**src/design/mief_pkg.sv**
```systemverilog
// mief_pkg: register map, bit positions, reset values and interrupt-register layout
// of the interrupt enable and flag unit.
// assumes: used as mief_pkg::name, never imported.
package mief_pkg;

   // ------------------------------------------------------------
   // widths
   // ------------------------------------------------------------
   localparam int ADDR_W = 4;
   localparam int DATA_W = 8;
   localparam int NUM_SRC = 7;

   // ------------------------------------------------------------
   // register offsets
   // ------------------------------------------------------------
   localparam logic [3:0] IRQ_ENABLE_OFS = 4'hE;
   localparam logic [3:0] IRQ_FLAG_OFS = 4'hF;
   localparam logic [3:0] CTRL_OFS = 4'h0;
   localparam logic [3:0] EVT_STAT_OFS = 4'h1;
   localparam logic [3:0] EVT_CLR_OFS = 4'h2;
   localparam logic [3:0] EVT_EN_OFS = 4'h3;

   // ------------------------------------------------------------
   // bit positions of the enable and flag registers
   // ------------------------------------------------------------
   localparam int TMR_ZERO_OVF_BIT = 0;
   localparam int PORTB_CHANGE_BIT = 1;
   localparam int EXT_PIN_IRQ_BIT = 2;
   localparam int TMR_ONE_UDF_BIT = 3;
   localparam int LOW_VOLT_IRQ_BIT = 4;
   localparam int TMR_TWO_UDF_BIT = 5;
   localparam int WATCHDOG_IRQ_BIT = 6;

   // ------------------------------------------------------------
   // control register fields
   // ------------------------------------------------------------
   localparam int CTRL_GLOBAL_EN_BIT = 0;
   localparam int CTRL_EDGE_SEL_BIT = 1;
   localparam int CTRL_PIN_SEL_BIT = 2;

   // ------------------------------------------------------------
   // event status layout (block-level interrupt)
   // ------------------------------------------------------------
   localparam int EVT_W = 2;
   localparam int EVT_REQ_RISE_BIT = 0;
   localparam int EVT_FLAG_SET_BIT = 1;

   // ------------------------------------------------------------
   // reset values
   // ------------------------------------------------------------
   localparam logic [6:0] IRQ_ENABLE_RST = 7'h00;
   localparam logic [6:0] IRQ_FLAG_RST = 7'h00;
   localparam logic GLOBAL_EN_RST = 1'b0;
   localparam logic EDGE_SEL_RST = 1'b0;
   localparam logic PIN_SEL_RST = 1'b0;
   localparam logic [1:0] EVT_RST = 2'h0;

endpackage : mief_pkg

```
**src/design/mief_flag_if.sv**
```systemverilog
// mief_flag_if: carries the per-source flag bank controls between the top and the bank.
// assumes: one clock domain; the top drives set and clear, the bank drives flags.
`timescale 1ns/1ps
interface mief_flag_if #(parameter int N = 7);
   logic [N-1:0] set_pulse;
   logic [N-1:0] clr_mask;
   logic [N-1:0] flags;

   modport ctrl (output set_pulse, output clr_mask, input flags);
   modport bank (input set_pulse, input clr_mask, output flags);
endinterface : mief_flag_if

```
**src/design/mief_flag_bank.sv**
```systemverilog
// mief_flag_bank: one sticky flag per source, set by hardware, cleared by firmware.
// assumes: set and clear arrive as one-cycle pulses on core_clk_i.
`timescale 1ns/1ps
module mief_flag_bank #(
   parameter int N = 7
) (
   input wire logic core_clk_i,
   input wire logic reset_n_i,
   mief_flag_if.bank fb
);
   logic [N-1:0] flag_ff;

   // ------------------------------------------------------------
   // sticky flags
   // ------------------------------------------------------------
   genvar g;
   generate
      for (g = 0; g < N; g++) begin : g_flag
         // set beats clear so an event in the clearing cycle is kept
         always_ff @(posedge core_clk_i or negedge reset_n_i) begin
            if (!reset_n_i) begin
               flag_ff[g] <= 1'b0;
            end else if (fb.set_pulse[g]) begin
               flag_ff[g] <= 1'b1;
            end else if (fb.clr_mask[g]) begin
               flag_ff[g] <= 1'b0;
            end
         end
      end
   endgenerate

   assign fb.flags = flag_ff;
endmodule : mief_flag_bank

```
**src/design/mief_edge_sync.sv**
```systemverilog
// mief_edge_sync: two-flop synchroniser and edge detector for port-B pin 0.
// assumes: the pin is asynchronous to core_clk_i.
`timescale 1ns/1ps
module mief_edge_sync (
   input wire logic core_clk_i,
   input wire logic reset_n_i,
   input wire logic pin_i,
   output logic level_o,
   output logic rise_o,
   output logic fall_o
);
   logic meta_ff;
   logic sync_ff;
   logic prev_ff;

   // ------------------------------------------------------------
   // synchroniser
   // ------------------------------------------------------------
   always_ff @(posedge core_clk_i or negedge reset_n_i) begin
      if (!reset_n_i) begin
         meta_ff <= 1'b0;
         sync_ff <= 1'b0;
         prev_ff <= 1'b0;
      end else begin
         meta_ff <= pin_i;
         sync_ff <= meta_ff;
         prev_ff <= sync_ff;
      end
   end

   assign level_o = sync_ff;
   assign rise_o = sync_ff & ~prev_ff;
   assign fall_o = ~sync_ff & prev_ff;
endmodule : mief_edge_sync

```
**src/design/mief_top.sv**
```systemverilog
// mief_top: interrupt enable and flag unit of a small 8-bit controller core.
// assumes: event inputs are one-cycle pulses from logic on core_clk_i; portb_pin_zero_i
// comes from a pin; register port with read data one cycle after the read strobe.
//
// Operation
// - enable register: one bit per source, bits 6..0, reset to zero.
// - flag register shares enable layout; each event sets its flag.
// - flags stay set; only a firmware write clears them.
// - flag read returns zero where the source enable is zero.
// - edge select one picks rising, zero falling edge on pin zero.
// - global enable gates all sources at core_irq_req_o, not the flag-set event of blk_irq_o; instructions set and clear it.
// - pin zero is external interrupt input only when pin select is one.
//
// Our own choice: the address-and-strobe port.
`timescale 1ns/1ps
module mief_top #(
   parameter int N = mief_pkg::NUM_SRC
) (
   input wire logic core_clk_i,
   input wire logic reset_n_i,
   input wire logic [3:0] reg_addr_i,
   input wire logic [7:0] reg_wdata_i,
   input wire logic reg_wr_i,
   input wire logic reg_rd_i,
   output logic [7:0] reg_rdata_o,
   input wire logic tmr_zero_ovf_i,
   input wire logic portb_change_i,
   input wire logic tmr_one_udf_i,
   input wire logic low_volt_i,
   input wire logic tmr_two_udf_i,
   input wire logic watchdog_timeout_i,
   input wire logic portb_pin_zero_i,
   input wire logic enable_irq_instr_i,
   input wire logic disable_irq_instr_i,
   output logic core_irq_req_o,
   output logic ext_pin_select_o,
   output logic blk_irq_o
);
   // ------------------------------------------------------------
   // state
   // ------------------------------------------------------------
   logic [N-1:0] irq_enable_ff;
   logic global_irq_enable_ff;
   logic ext_edge_select_ff;
   logic ext_pin_select_ff;
   logic [1:0] evt_stat_ff;
   logic [1:0] evt_en_ff;
   logic req_prev_ff;
   logic [7:0] rdata_ff;
   logic [7:0] nxt_rdata;
   logic pin_rise;
   logic pin_fall;
   logic ext_evt;
   logic [N-1:0] evt_vec;
   logic [N-1:0] flag_wr_clr;
   logic [N-1:0] pending;
   logic req;
   logic wr_enable;
   logic wr_flag;
   logic wr_ctrl;

   mief_flag_if #(.N(N)) fb_if ();

   // ------------------------------------------------------------
   // submodules
   // ------------------------------------------------------------
   mief_edge_sync u_sync (
      .core_clk_i(core_clk_i),
      .reset_n_i(reset_n_i),
      .pin_i(portb_pin_zero_i),
      .level_o(),
      .rise_o(pin_rise),
      .fall_o(pin_fall)
   );

   mief_flag_bank #(.N(N)) u_bank (
      .core_clk_i(core_clk_i),
      .reset_n_i(reset_n_i),
      .fb(fb_if.bank)
   );

   // ------------------------------------------------------------
   // decode
   // ------------------------------------------------------------
   assign wr_enable = reg_wr_i && (reg_addr_i == mief_pkg::IRQ_ENABLE_OFS);
   assign wr_flag = reg_wr_i && (reg_addr_i == mief_pkg::IRQ_FLAG_OFS);
   assign wr_ctrl = reg_wr_i && (reg_addr_i == mief_pkg::CTRL_OFS);

   // ------------------------------------------------------------
   // events
   // ------------------------------------------------------------
   // pin ignored as gpio, edge chosen by select
   assign ext_evt = ext_pin_select_ff && (ext_edge_select_ff ? pin_rise : pin_fall);

   always_comb begin
      evt_vec = '0;
      evt_vec[mief_pkg::TMR_ZERO_OVF_BIT] = tmr_zero_ovf_i;
      evt_vec[mief_pkg::PORTB_CHANGE_BIT] = portb_change_i;
      evt_vec[mief_pkg::EXT_PIN_IRQ_BIT] = ext_evt;
      evt_vec[mief_pkg::TMR_ONE_UDF_BIT] = tmr_one_udf_i;
      evt_vec[mief_pkg::LOW_VOLT_IRQ_BIT] = low_volt_i;
      evt_vec[mief_pkg::TMR_TWO_UDF_BIT] = tmr_two_udf_i;
      evt_vec[mief_pkg::WATCHDOG_IRQ_BIT] = watchdog_timeout_i;
   end

   // a written zero clears, a written one leaves the flag alone
   assign flag_wr_clr = wr_flag ? ~reg_wdata_i[N-1:0] : '0;
   assign fb_if.set_pulse = evt_vec;
   assign fb_if.clr_mask = flag_wr_clr;

   // ------------------------------------------------------------
   // enable register
   // ------------------------------------------------------------
   always_ff @(posedge core_clk_i or negedge reset_n_i) begin
      if (!reset_n_i) begin
         irq_enable_ff <= mief_pkg::IRQ_ENABLE_RST;
      end else if (wr_enable) begin
         irq_enable_ff <= reg_wdata_i[N-1:0];
      end
   end

   // ------------------------------------------------------------
   // control register
   // ------------------------------------------------------------
   always_ff @(posedge core_clk_i or negedge reset_n_i) begin
      if (!reset_n_i) begin
         ext_edge_select_ff <= mief_pkg::EDGE_SEL_RST;
         ext_pin_select_ff <= mief_pkg::PIN_SEL_RST;
      end else if (wr_ctrl) begin
         ext_edge_select_ff <= reg_wdata_i[mief_pkg::CTRL_EDGE_SEL_BIT];
         ext_pin_select_ff <= reg_wdata_i[mief_pkg::CTRL_PIN_SEL_BIT];
      end
   end

   // instructions win over a register write in the same cycle
   always_ff @(posedge core_clk_i or negedge reset_n_i) begin
      if (!reset_n_i) begin
         global_irq_enable_ff <= mief_pkg::GLOBAL_EN_RST;
      end else if (enable_irq_instr_i) begin
         global_irq_enable_ff <= 1'b1;
      end else if (disable_irq_instr_i) begin
         global_irq_enable_ff <= 1'b0;
      end else if (wr_ctrl) begin
         global_irq_enable_ff <= reg_wdata_i[mief_pkg::CTRL_GLOBAL_EN_BIT];
      end
   end

   // ------------------------------------------------------------
   // request to core
   // ------------------------------------------------------------
   assign pending = fb_if.flags & irq_enable_ff;
   assign req = global_irq_enable_ff && (|pending);
   assign core_irq_req_o = req;
   assign ext_pin_select_o = ext_pin_select_ff;

   // ------------------------------------------------------------
   // block events: request rise, any flag set
   // ------------------------------------------------------------
   always_ff @(posedge core_clk_i or negedge reset_n_i) begin
      if (!reset_n_i) begin
         req_prev_ff <= 1'b0;
      end else begin
         req_prev_ff <= req;
      end
   end

   always_ff @(posedge core_clk_i or negedge reset_n_i) begin
      if (!reset_n_i) begin
         evt_stat_ff <= mief_pkg::EVT_RST;
      end else begin
         for (int i = 0; i < mief_pkg::EVT_W; i++) begin
            if ((i == mief_pkg::EVT_REQ_RISE_BIT && req && !req_prev_ff) ||
                (i == mief_pkg::EVT_FLAG_SET_BIT && (|evt_vec))) begin
               evt_stat_ff[i] <= 1'b1;
            end else if (reg_wr_i && reg_addr_i == mief_pkg::EVT_CLR_OFS && reg_wdata_i[i]) begin
               evt_stat_ff[i] <= 1'b0;
            end
         end
      end
   end

   always_ff @(posedge core_clk_i or negedge reset_n_i) begin
      if (!reset_n_i) begin
         evt_en_ff <= mief_pkg::EVT_RST;
      end else if (reg_wr_i && reg_addr_i == mief_pkg::EVT_EN_OFS) begin
         evt_en_ff <= reg_wdata_i[1:0];
      end
   end

   assign blk_irq_o = |(evt_stat_ff & evt_en_ff);

   // ------------------------------------------------------------
   // read port
   // ------------------------------------------------------------
   always_comb begin
      nxt_rdata = 8'h00;
      unique case (reg_addr_i)
         mief_pkg::IRQ_ENABLE_OFS: nxt_rdata = {1'b0, irq_enable_ff};
         // masked view: a disabled source always reads zero
         mief_pkg::IRQ_FLAG_OFS: nxt_rdata = {1'b0, pending};
         mief_pkg::CTRL_OFS: nxt_rdata = {5'h00, ext_pin_select_ff, ext_edge_select_ff, global_irq_enable_ff};
         mief_pkg::EVT_STAT_OFS: nxt_rdata = {6'h00, evt_stat_ff};
         mief_pkg::EVT_EN_OFS: nxt_rdata = {6'h00, evt_en_ff};
         default: nxt_rdata = 8'h00;
      endcase
   end

   // data stands only in the cycle after the strobe
   always_ff @(posedge core_clk_i or negedge reset_n_i) begin
      if (!reset_n_i) begin
         rdata_ff <= 8'h00;
      end else if (reg_rd_i) begin
         rdata_ff <= nxt_rdata;
      end else begin
         rdata_ff <= 8'h00;
      end
   end

   assign reg_rdata_o = rdata_ff;
endmodule : mief_top

```
**config.mk**
```make
export PLATFORM = sky130hd
export DESIGN_NAME = mief_top
export DESIGN_NICKNAME = d
export VERILOG_FILES = /design/src/design/mief_pkg.sv /design/src/design/mief_flag_if.sv /design/src/design/mief_flag_bank.sv /design/src/design/mief_edge_sync.sv /design/src/design/mief_top.sv
export SDC_FILE = /design/constraint.sdc
export NUM_CORES = 1
export LEC_CHECK = 0
export ABC_AREA = 0
export BUFFER_PORTS_ARGS = -buffer_cell sky130_fd_sc_hd__clkbuf_2
export CELL_PAD_IN_SITES_DETAIL_PLACEMENT = 0
export CELL_PAD_IN_SITES_GLOBAL_PLACEMENT = 1
export CORE_MARGIN = 5
export CORE_UTILIZATION = 40
export CTS_CLUSTER_DIAMETER = 120
export CTS_CLUSTER_SIZE = 16
export DETAILED_ROUTE_END_ITERATION = 10
export PLACE_DENSITY_LB_ADDON = 0.1
export SYNTH_ARGS = -nofsm -noshare
export SYNTH_HDL_FRONTEND = slang
export SYNTH_HIERARCHICAL = 1
export SYNTH_SLANG_ARGS = --single-unit
```
**constraint.sdc**
```tcl
create_clock -name core_clk_i -period 1.5 [get_ports core_clk_i]
set_input_delay 0.15 -clock core_clk_i [delete_from_list [all_inputs] [get_ports core_clk_i]]
set_output_delay 0.15 -clock core_clk_i [all_outputs]
set_load 0.005 [all_outputs]
```
* After elaboration in Yosys (flattened, before gate mapping)
Index checks and enable logic that the tools add are counted.
** Word-level totals
- Flip-flop bits (word level) :: 33
- Latch bits :: 0
- RAM bits :: 0
- Bits in read-only memories :: 0
- Input port bits :: 25
- Output and inout bits :: 11
- Memories :: 0
** Operators by class
- $add $sub $neg :: 0
- Multiply operators :: 0
- Div/mod/pow operators :: 0
- Magnitude comparators :: 0
- Equal/unequal tests :: 5
- Shift-type cells :: 0
- Muxes and demuxes :: 25
- Bitwise gates (word level) :: 7
- Reduce and logical (&&, ||, !) cells :: 25
** Operators with widths (count)
- 7-bit one-hot mux with 5 select lines :: 1
- 1-bit 2-to-1 mux :: 22
- 2-bit nonzero test :: 9
- 7-bit 2-to-1 mux :: 2
- 7-bit OR reduction :: 2
- 1-bit logical AND :: 10
- 4-bit by 2-bit equality test with 1-bit output, second input constant :: 2
- 4-bit equality test, second input constant :: 2
- 7-bit bitwise AND :: 1
- 7-bit inverter :: 1
- 4-bit by 1-bit equality test with 1-bit output, second input constant :: 1
- 4-bit zero test :: 1
- 3-bit nonzero test :: 1
- 1-bit bitwise AND :: 2
- 2-bit bitwise AND :: 1
- 1-bit inverter :: 2
- 2-bit OR reduction :: 1
- 1-bit zero test :: 1

* Longest topological paths before layout
Gate-level depths: netlist of run 1.
- Depth after elaboration :: 6
- Depth in mapped cells :: 7
- Mapped depth without buffers :: 5

* Hierarchy
The synthesis of run 1 kept the hierarchy.
** By module, submodules not included
- mief_top :: times used 1, cells an instance 98, area an instance 1067.3 um^2, seq. area each 550.5 um^2
- mief_flag_bank :: times used 1, cells an instance 21, area an instance 254.0 um^2, seq. area each 175.2 um^2
- mief_edge_sync :: times used 1, cells an instance 5, area an instance 90.1 um^2, seq. area each 75.1 um^2

* Least setup slack after synthesis of run 1
OpenSTA, ideal clock, no wires.
- Path kind :: input to register
- Start point :: input port reg_addr_i[1]
- End point :: register u_bank.flag_ff[6], in the netlist u_bank/fb.flags[6]
- Setup time :: 118 ps
- Data arrival time :: 993 ps
- Data required time :: 1382 ps
- Slack :: 389 ps
- Stages on the path :: 7
- Path buffers :: 2
- Cells stage by stage :: buf_6 -> and3_1 -> buf_2 -> nand3_1 -> nor2_1 -> inv_1 -> a21o_1
** Between the ends
- Longest elaborated chain between the ends :: 4
** Ends and longest elaborated chain
- from (decl) :: line mief_top.sv:21 : input wire logic [3:0] reg_addr_i,
- 4-bit equality test :: line mief_top.sv:86 : assign wr_flag = reg_wr_i && (reg_addr_i == mief_pkg::IRQ_FLAG_OFS);
- 1-bit logical AND :: line mief_top.sv:86
- 7-bit 2-to-1 mux :: line mief_top.sv:107 : assign flag_wr_clr = wr_flag ? ~reg_wdata_i[N-1:0] : '0;
- via fb_if.clr_mask[6] :: line mief_flag_if.sv:6 : logic [N-1:0] clr_mask;
- 2-bit nonzero test (no source line)
- to (signal, indexed assignment) :: line mief_flag_bank.sv:22 : flag_ff[g] <= 1'b0;
- to (signal, indexed assignment) :: line mief_flag_bank.sv:24 : flag_ff[g] <= 1'b1;
- to (signal, indexed assignment) :: line mief_flag_bank.sv:26 : flag_ff[g] <= 1'b0;
- to (decl) :: line mief_flag_bank.sv:11 : logic [N-1:0] flag_ff;
The timed path passes the listed nets, and every way through them passes these cells.
A chain may end at the register's enable or synchronous reset.

* Final worst setup path of run 1
- Start point :: register irq_enable_ff[2]
- End point :: output port core_irq_req_o
** Between the ends
- Longest elaborated chain between the ends :: 3
** Ends and longest elaborated chain
- from (decl) :: line mief_top.sv:42 : logic [N-1:0] irq_enable_ff;
- from (signal assigned) :: line mief_top.sv:116 : irq_enable_ff <= mief_pkg::IRQ_ENABLE_RST;
- from (signal assigned) :: line mief_top.sv:118 : irq_enable_ff <= reg_wdata_i[N-1:0];
- 7-bit bitwise AND :: line mief_top.sv:151 : assign pending = fb_if.flags & irq_enable_ff;
- 7-bit OR reduction :: line mief_top.sv:152 : assign req = global_irq_enable_ff && (|pending);
- 1-bit logical AND :: line mief_top.sv:152
- to (decl) :: line mief_top.sv:35 : output logic core_irq_req_o,
Every way passes these cells.

==> flow_metrics.env, run 1 <==
export IMPL_status="finished, violations left"
export IMPL_violations="negative setup slack"
export IMPL_min_period_over_period_pct=108.7
export IMPL_final_antenna_net_count=0
export IMPL_io_buffers=33
export IMPL_min_path_cells=2
export IMPL_seq_area_frac_synth_pct=56.74
export IMPL_rsz0062_at_grt="true"
export IMPL_gp_congestion=0.7486
export IMPL_drc=0
export IMPL_antenna_found_initial=0
export IMPL_most_common_layout_cells="clkbuf_2 (33), dfrtp_1 (32), nor2_1 (15)"
export IMPL_reg2reg_from="irq_enable_ff[2]"
export IMPL_cp_arrival_ps=1480
export IMPL_ir_worst_vdd_mv=0.6929
export IMPL_switchingPower_w=0.0005140
export IMPL_initial_core_util_pct=41.64
export IMPL_clockRootBuffer="clkbuf_4"
export IMPL_layout_cells_non_filler=226
export IMPL_core_mm2=0.003390
export IMPL_syn_to_final_growth_pct=33.42
export IMPL_hp_class="input pin to flip-flop"
export IMPL_async_flop_share_pct=100.0
export IMPL_grt_max_degree=18
export IMPL_post_dp_hpwl_um=2432
export IMPL_worstReg2RegEnd="req_prev_ff"
export IMPL_cts_buffers=5
export IMPL_end_kind="output pin"
export IMPL_finalWorstSetupSlack_ps=-131.0
export IMPL_die_area_mm2=0.004816
export IMPL_synth_nets=149
export IMPL_finalHoldViolations=0
export IMPL_final_net_count=204
export IMPL_vias=1134
export IMPL_insertion_delay_ps=330
export IMPL_ys_types=30
export IMPL_grt_overflow_total=0
export IMPL_power_frac_seq_pct=48.3
export IMPL_drv_cap=0
export IMPL_synth_edf_count=0
export IMPL_cp_start_kind="flip-flop"
export IMPL_multi_input_area_um2=556.8
export IMPL_r2r_setup_slack_ps=-80
export IMPL_slew_viol_final=0
export IMPL_synth_seq_cells=32
export IMPL_drive_gt1_share_pct=38.33
export IMPL_regArea_um2=800.8
export IMPL_ys_warn_count=6
export IMPL_fillCellCount=304
export IMPL_max_freq_mhz=613.1
export IMPL_synth_cells=124
export IMPL_comb_power_share_pct=17.6
export IMPL_via_per_inst=5.018
export IMPL_crit_type="flip-flop to output pin"
export IMPL_crit_path_start="irq_enable_ff[2]"
export IMPL_syn_area_mm2=0.001411
export IMPL_cts_tree="built"
export IMPL_reg2regPathDepth=8
export IMPL_syn_avg_cell_area_um2=11.38
export IMPL_placed_cell_area_mm2=0.001653
export IMPL_power_density_mw_per_mm2=1131
export IMPL_cp_data_required_time_ps=1350
export IMPL_whs_ps=17.30
export IMPL_die_y_um=69.40
export IMPL_die_x_um=69.40
export IMPL_grt_pass1_vias=1203
export IMPL_grt_usage_pct=14.46
export IMPL_p_int_w=0.001616
export IMPL_rows=21
export IMPL_swShare_pct=24.13
export IMPL_design_area_mm2=0.001883
export IMPL_grt_pass1_wl_um=5554
export IMPL_clock_sinks=32
export IMPL_period_needed_ps=1631
export IMPL_worst_path_max_fanout=2
export IMPL_final_common_cell="clkbuf_2"
export IMPL_fin_skew_ps=7.258
export IMPL_clkTransAtPathRegs_ps=100
export IMPL_antennaDiodeCount=0
export IMPL_synth_ff_type="dfrtp_1"
export IMPL_drt_first_iter_violations=74
export IMPL_crit_path_end="core_irq_req_o"
export IMPL_p_leak_nw=0.8635
export IMPL_drt_wl_total_um=3248
export IMPL_pwr_share_clk_pct=34.1
export IMPL_first_pass_iters=6
export IMPL_ctsLongestPathBuffers=2
export IMPL_ios=36
export IMPL_place_inst=204
export IMPL_routedWlPerCell_um=14.37
export IMPL_setup_tns_ps=-207.3
export IMPL_finalSetupViolations=2
export IMPL_h_tree_depth=2
[sequential cells by signal (all words and copies together) (netlist names)]
register / cells
irq_enable_ff: 7
reg_rdata_o: 7
u_bank/fb.flags: 7
evt_en_ff: 2
evt_stat_ff: 2
ext_edge_select_ff: 1
ext_pin_select_o: 1
global_irq_enable_ff: 1
req_prev_ff: 1
u_sync/level_o: 1
u_sync/meta_ff: 1
u_sync/prev_ff: 1
[power by group through the flow]
stage | registers [W] | clock network [W] | logic (W)
floorplan | 0.00102 | 0 | 0.000171
global placement | 0.00104 | 0 | 0.000288
detailed placement | 0.00105 | 0 | 0.000295
CTS | 0.00103 | 0.000743 | 0.000382
global route | 0.00104 | 0.000787 | 0.000413
finish | 0.00103 | 0.000727 | 0.000375
[worst min-delay path by stage]
stage,from,to
4_1_cts,tmr_two_udf_i,u_bank/fb.flags[5]
6_report,low_volt_i,u_bank/fb.flags[4]
5_1_grt,low_volt_i,u_bank/fb.flags[4]
3_3_place_gp,reset_n_i,reg_rdata_o[2]
3_5_place_dp,reset_n_i,reg_rdata_o[2]
2_1_floorplan,reset_n_i,evt_en_ff[0]
[Yosys cell counts, types with 2 or more instances]
| library cell | instances | area, µm² |
|---|---|---|
| nand3_1 | 4 | 20.02 |
| inv_1 | 9 | 33.78 |
| o21ai_0 | 8 | 40.04 |
| mux2_2 | 11 | 123.9 |
| nand2_1 | 4 | 15.01 |
| mux2i_1 | 4 | 40.04 |
| nand4_1 | 3 | 18.77 |
| nor3b_1 | 2 | 15.01 |
| dfrtp_1 | 32 | 800.8 |
| a21o_1 | 7 | 52.55 |
| o211ai_1 | 3 | 22.52 |
| a21oi_1 | 3 | 15.01 |
| nor2_1 | 15 | 56.30 |
| a22oi_1 | 2 | 15.01 |
| nor2b_1 | 2 | 12.51 |
[kinds of logic after synthesis]
| group | after synthesis | share of synthesized area, % |
|---|---|---|
| mux | 15 | 11.61 |
| buf+inv | 12 | 4.078 |
| compound gates | 27 | 12.77 |
| flops | 32 | 56.74 |
| other cells | 1 | 0.2657 |
| simple gates | 37 | 14.54 |
[final cells by class]
| type | instances | share of cell area (%) |
|---|---|---|
| clock inverters | 1 | 1.595 |
| repair buffers | 51 | 18.01 |
| multi-input cells | 80 | 29.57 |
| clock buffers | 7 | 3.455 |
| well taps | 46 | 3.056 |
| flip-flops and latches | 32 | 42.52 |
| inverters | 9 | 1.794 |
[worst max-delay path, stage by stage, from the launching register on]
cell and delay (ps):
dfrtp_1 400, a222oi_1 350, nand3_1 150, nand2_1 100, inv_1 50, clkbuf_2 100
[layer usage]
layer  global-route usage [%]  part of all wire, %
met1                    18.04                   46
met4                    4.121                  1.1
met3                    5.797                  6.2
met5                        0                    0
met2                    23.09                   46
[per-stage QoR]
step	setup slack [ps]	total power [W]	util, %
after floorplan	388.6	0.001194	-
after global placement	250.5	0.001326	48.76
after detailed placement	195.6	0.001341	48.76
after CTS	-146.4	0.002150	55.22
after global routing	-226.4	0.002238	55.56
final	-131.0	0.002130	55.56
[repair_timing]
item,CTS,global route
setup endpoints to repair,1,3
resized for setup,3,2
hold buffers,3,3
pin swaps,3,2
setup buffers,11,1
endpoints found under the hold margin,17,3
Power figures use the tool's default switching activity.
==> inputs of run 2 (changes only) <==
--- a/config.mk
+++ b/config.mk
@@ -7,7 +7,7 @@
 export LEC_CHECK = 0
 export ABC_AREA = 0
 export BUFFER_PORTS_ARGS = -buffer_cell sky130_fd_sc_hd__clkbuf_2
-export CELL_PAD_IN_SITES_DETAIL_PLACEMENT = 0
+export CELL_PAD_IN_SITES_DETAIL_PLACEMENT = 1
 export CELL_PAD_IN_SITES_GLOBAL_PLACEMENT = 1
 export CORE_MARGIN = 5
 export CORE_UTILIZATION = 40
==> run 2 against run 1 <==
  * The flow still finishes with violations (negative setup slack)
  * Non-clock buffer count shrank 5
  * Clock skew is 2.9 ps lower
  * Via count down 0.79%
  * Clock power fell by 30%
  * Power shrank 11%
  * Critical path depth unchanged
  * Final area decreased by 4.3%
  * Worst setup slack got worse by 26 ps
  * Core utilization is 2.4 points lower
  * Highest routed layer unchanged
  * Hold slack lost 1.9 ps
==> flow_metrics.env, run 2 (same netlist as run 1, synthesis figures left out) <==
export IMPL_vias=1125
export IMPL_status="finished, violations left"
export IMPL_drt_wl_total_um=3512
export IMPL_cts_buffers=5
export IMPL_grt_overflow_total=0
export IMPL_end_kind="output pin"
export IMPL_clockRootBuffer="clkbuf_4"
export IMPL_grt_max_degree=18
export IMPL_worstReg2RegEnd="req_prev_ff"
export IMPL_most_common_layout_cells="clkbuf_2 (33), dfrtp_1 (32), nor2_1 (15)"
export IMPL_p_int_w=0.001383
export IMPL_grt_pass1_wl_um=6147
export IMPL_ios=36
export IMPL_via_per_inst=5.090
export IMPL_reg2regPathDepth=8
export IMPL_pre_cts_slack_ps=164.9
export IMPL_hold_start="tmr_two_udf_i"
export IMPL_gp_congestion=0.7486
export IMPL_drv_cap=0
export IMPL_first_pass_iters=4
export IMPL_routedWlPerCell_um=15.89
export IMPL_fillCellCount=388
export IMPL_final_antenna_net_count=0
export IMPL_finalHoldViolations=0
export IMPL_post_dp_hpwl_um=2689
export IMPL_regArea_um2=800.8
export IMPL_reg2reg_from="irq_enable_ff[2]"
export IMPL_die_y_um=69.40
export IMPL_crit_type="flip-flop to output pin"
export IMPL_grt_pass1_vias=1318
export IMPL_slew_viol_final=0
export IMPL_drt_first_iter_violations=27
export IMPL_pwr_share_clk_pct=26.7
export IMPL_antenna_found_initial=0
export IMPL_drc=0
export IMPL_drive_gt1_share_pct=38.86
export IMPL_cp_start_kind="flip-flop"
export IMPL_clock_sinks=32
export IMPL_max_freq_mhz=603.6
export IMPL_design_area_mm2=0.001803
export IMPL_placed_cell_area_mm2=0.001653
export IMPL_p_leak_nw=0.8261
export IMPL_min_to="u_bank/fb.flags[5]"
export IMPL_ctsLongestPathBuffers=2
export IMPL_clkTransAtPathRegs_ps=100
export IMPL_finalWorstSetupSlack_ps=-156.8
export IMPL_initial_core_util_pct=41.64
export IMPL_worst_path_max_fanout=2
export IMPL_h_tree_depth=2
export IMPL_cts_tree="built"
export IMPL_min_path_cells=2
export IMPL_min_period_over_period_pct=110.5
export IMPL_rows=21
export IMPL_finalSetupViolations=2
export IMPL_die_x_um=69.40
export IMPL_multi_input_area_um2=555.5
export IMPL_ir_worst_vdd_mv=0.5617
export IMPL_antennaDiodeCount=0
export IMPL_violations="negative setup slack"
export IMPL_cp_arrival_ps=1510
export IMPL_final_net_count=199
export IMPL_whs_ps=15.42
export IMPL_io_buffers=33
export IMPL_grt_usage_pct=16.07
export IMPL_swShare_pct=27.45
export IMPL_insertion_delay_ps=330
export IMPL_power_density_mw_per_mm2=1057
export IMPL_hp_class="input pin to flip-flop"
export IMPL_cp_data_required_time_ps=1350
export IMPL_period_needed_ps=1657
export IMPL_r2r_setup_slack_ps=-100
export IMPL_core_mm2=0.003390
export IMPL_power_frac_seq_pct=54.0
export IMPL_fin_skew_ps=4.379
export IMPL_final_common_cell="clkbuf_2"
export IMPL_rsz0062_at_grt="true"
export IMPL_comb_power_share_pct=19.3
export IMPL_die_area_mm2=0.004816
export IMPL_syn_to_final_growth_pct=27.75
export IMPL_switchingPower_w=0.0005232
## run 2: cell types whose count changed in the layout (fill, tap and decap cells not counted)
| cell | delta |
|---|---|
| dlygate4sd3_1 | -3 |
| o21ai_2 | -1 |
| clkbuf_8 | -1 |
| o21ai_0 | +1 |
| inv_1 | -1 |
| buf_4 | -2 |
| nand2_2 | +1 |
| nand2_1 | -1 |
| inv_2 | +1 |
| clkinv_2 | +2 |
| bufinv_16 | -1 |
## run 2: power groups by stage
stage	Combinational, W	Clock [W]	Sequential (W)
after floorplan	0.000171	0	0.00102
after global placement	0.000288	0	0.00104
after detailed placement	0.000305	0	0.00105
after CTS	0.000368	0.000527	0.00103
after global routing	0.000406	0.000572	0.00104
final	0.000368	0.000509	0.00103
## run 2: stage by stage
step           power (W)  cells  TNS (ps)  util (%)
5_1_grt         0.002019    221    -365.5     53.19
3_3_place_gp    0.001326    204         0     48.76
2_1_floorplan   0.001194    124         0         -
3_5_place_dp    0.001354    204         0     48.76
4_1_cts         0.001923    221    -257.1     53.12
6_report        0.001906    221    -251.9     53.19
## run 2: cell type report
type | instances | area share, %
tap | 46 | 3.192
multi-input combinational | 80 | 30.81
clock buffer | 6 | 2.845
sequential | 32 | 44.41
timing repair buffer | 46 | 16.31
inverter | 9 | 1.874
clock inverter | 2 | 0.5552
## run 2: repair_timing
action                                  CTS  global route
pin swaps                                 3             1
endpoints found under the setup margin    1             2
resized for setup                         3             2
endpoints found under the hold margin    17             0
buffers inserted                          6             0
hold buffers                              3             0
## run 2: routing by layer
layer,global-route usage (%),up-vias,part of all wire [%]
met4,3.905,0,1.1
met1,18.56,558,45
met2,27.75,26,48
met3,6.377,6,6.0
met5,0,-,0
li1,-,535,-
## run 2: worst max-delay path by stage
stage / slack (ps) / from / depth (start not counted) / to
2_1_floorplan: 390 / reg_addr_i[1] / 7 / u_bank/fb.flags[6]
3_3_place_gp: 250 / irq_enable_ff[2] / 5 / core_irq_req_o
3_5_place_dp: 160 / irq_enable_ff[2] / 5 / core_irq_req_o
4_1_cts: -170 / u_bank/fb.flags[2] / 5 / core_irq_req_o
5_1_grt: -230 / irq_enable_ff[2] / 5 / core_irq_req_o
6_report: -160 / irq_enable_ff[2] / 5 / core_irq_req_o
## run 2: worst max-delay path, stage by stage, from the launching register on
cell and delay (ps):
dfrtp_1 400, a222oi_1 390, nand3_1 150, nand2_2 100, inv_2 40, clkbuf_2 100
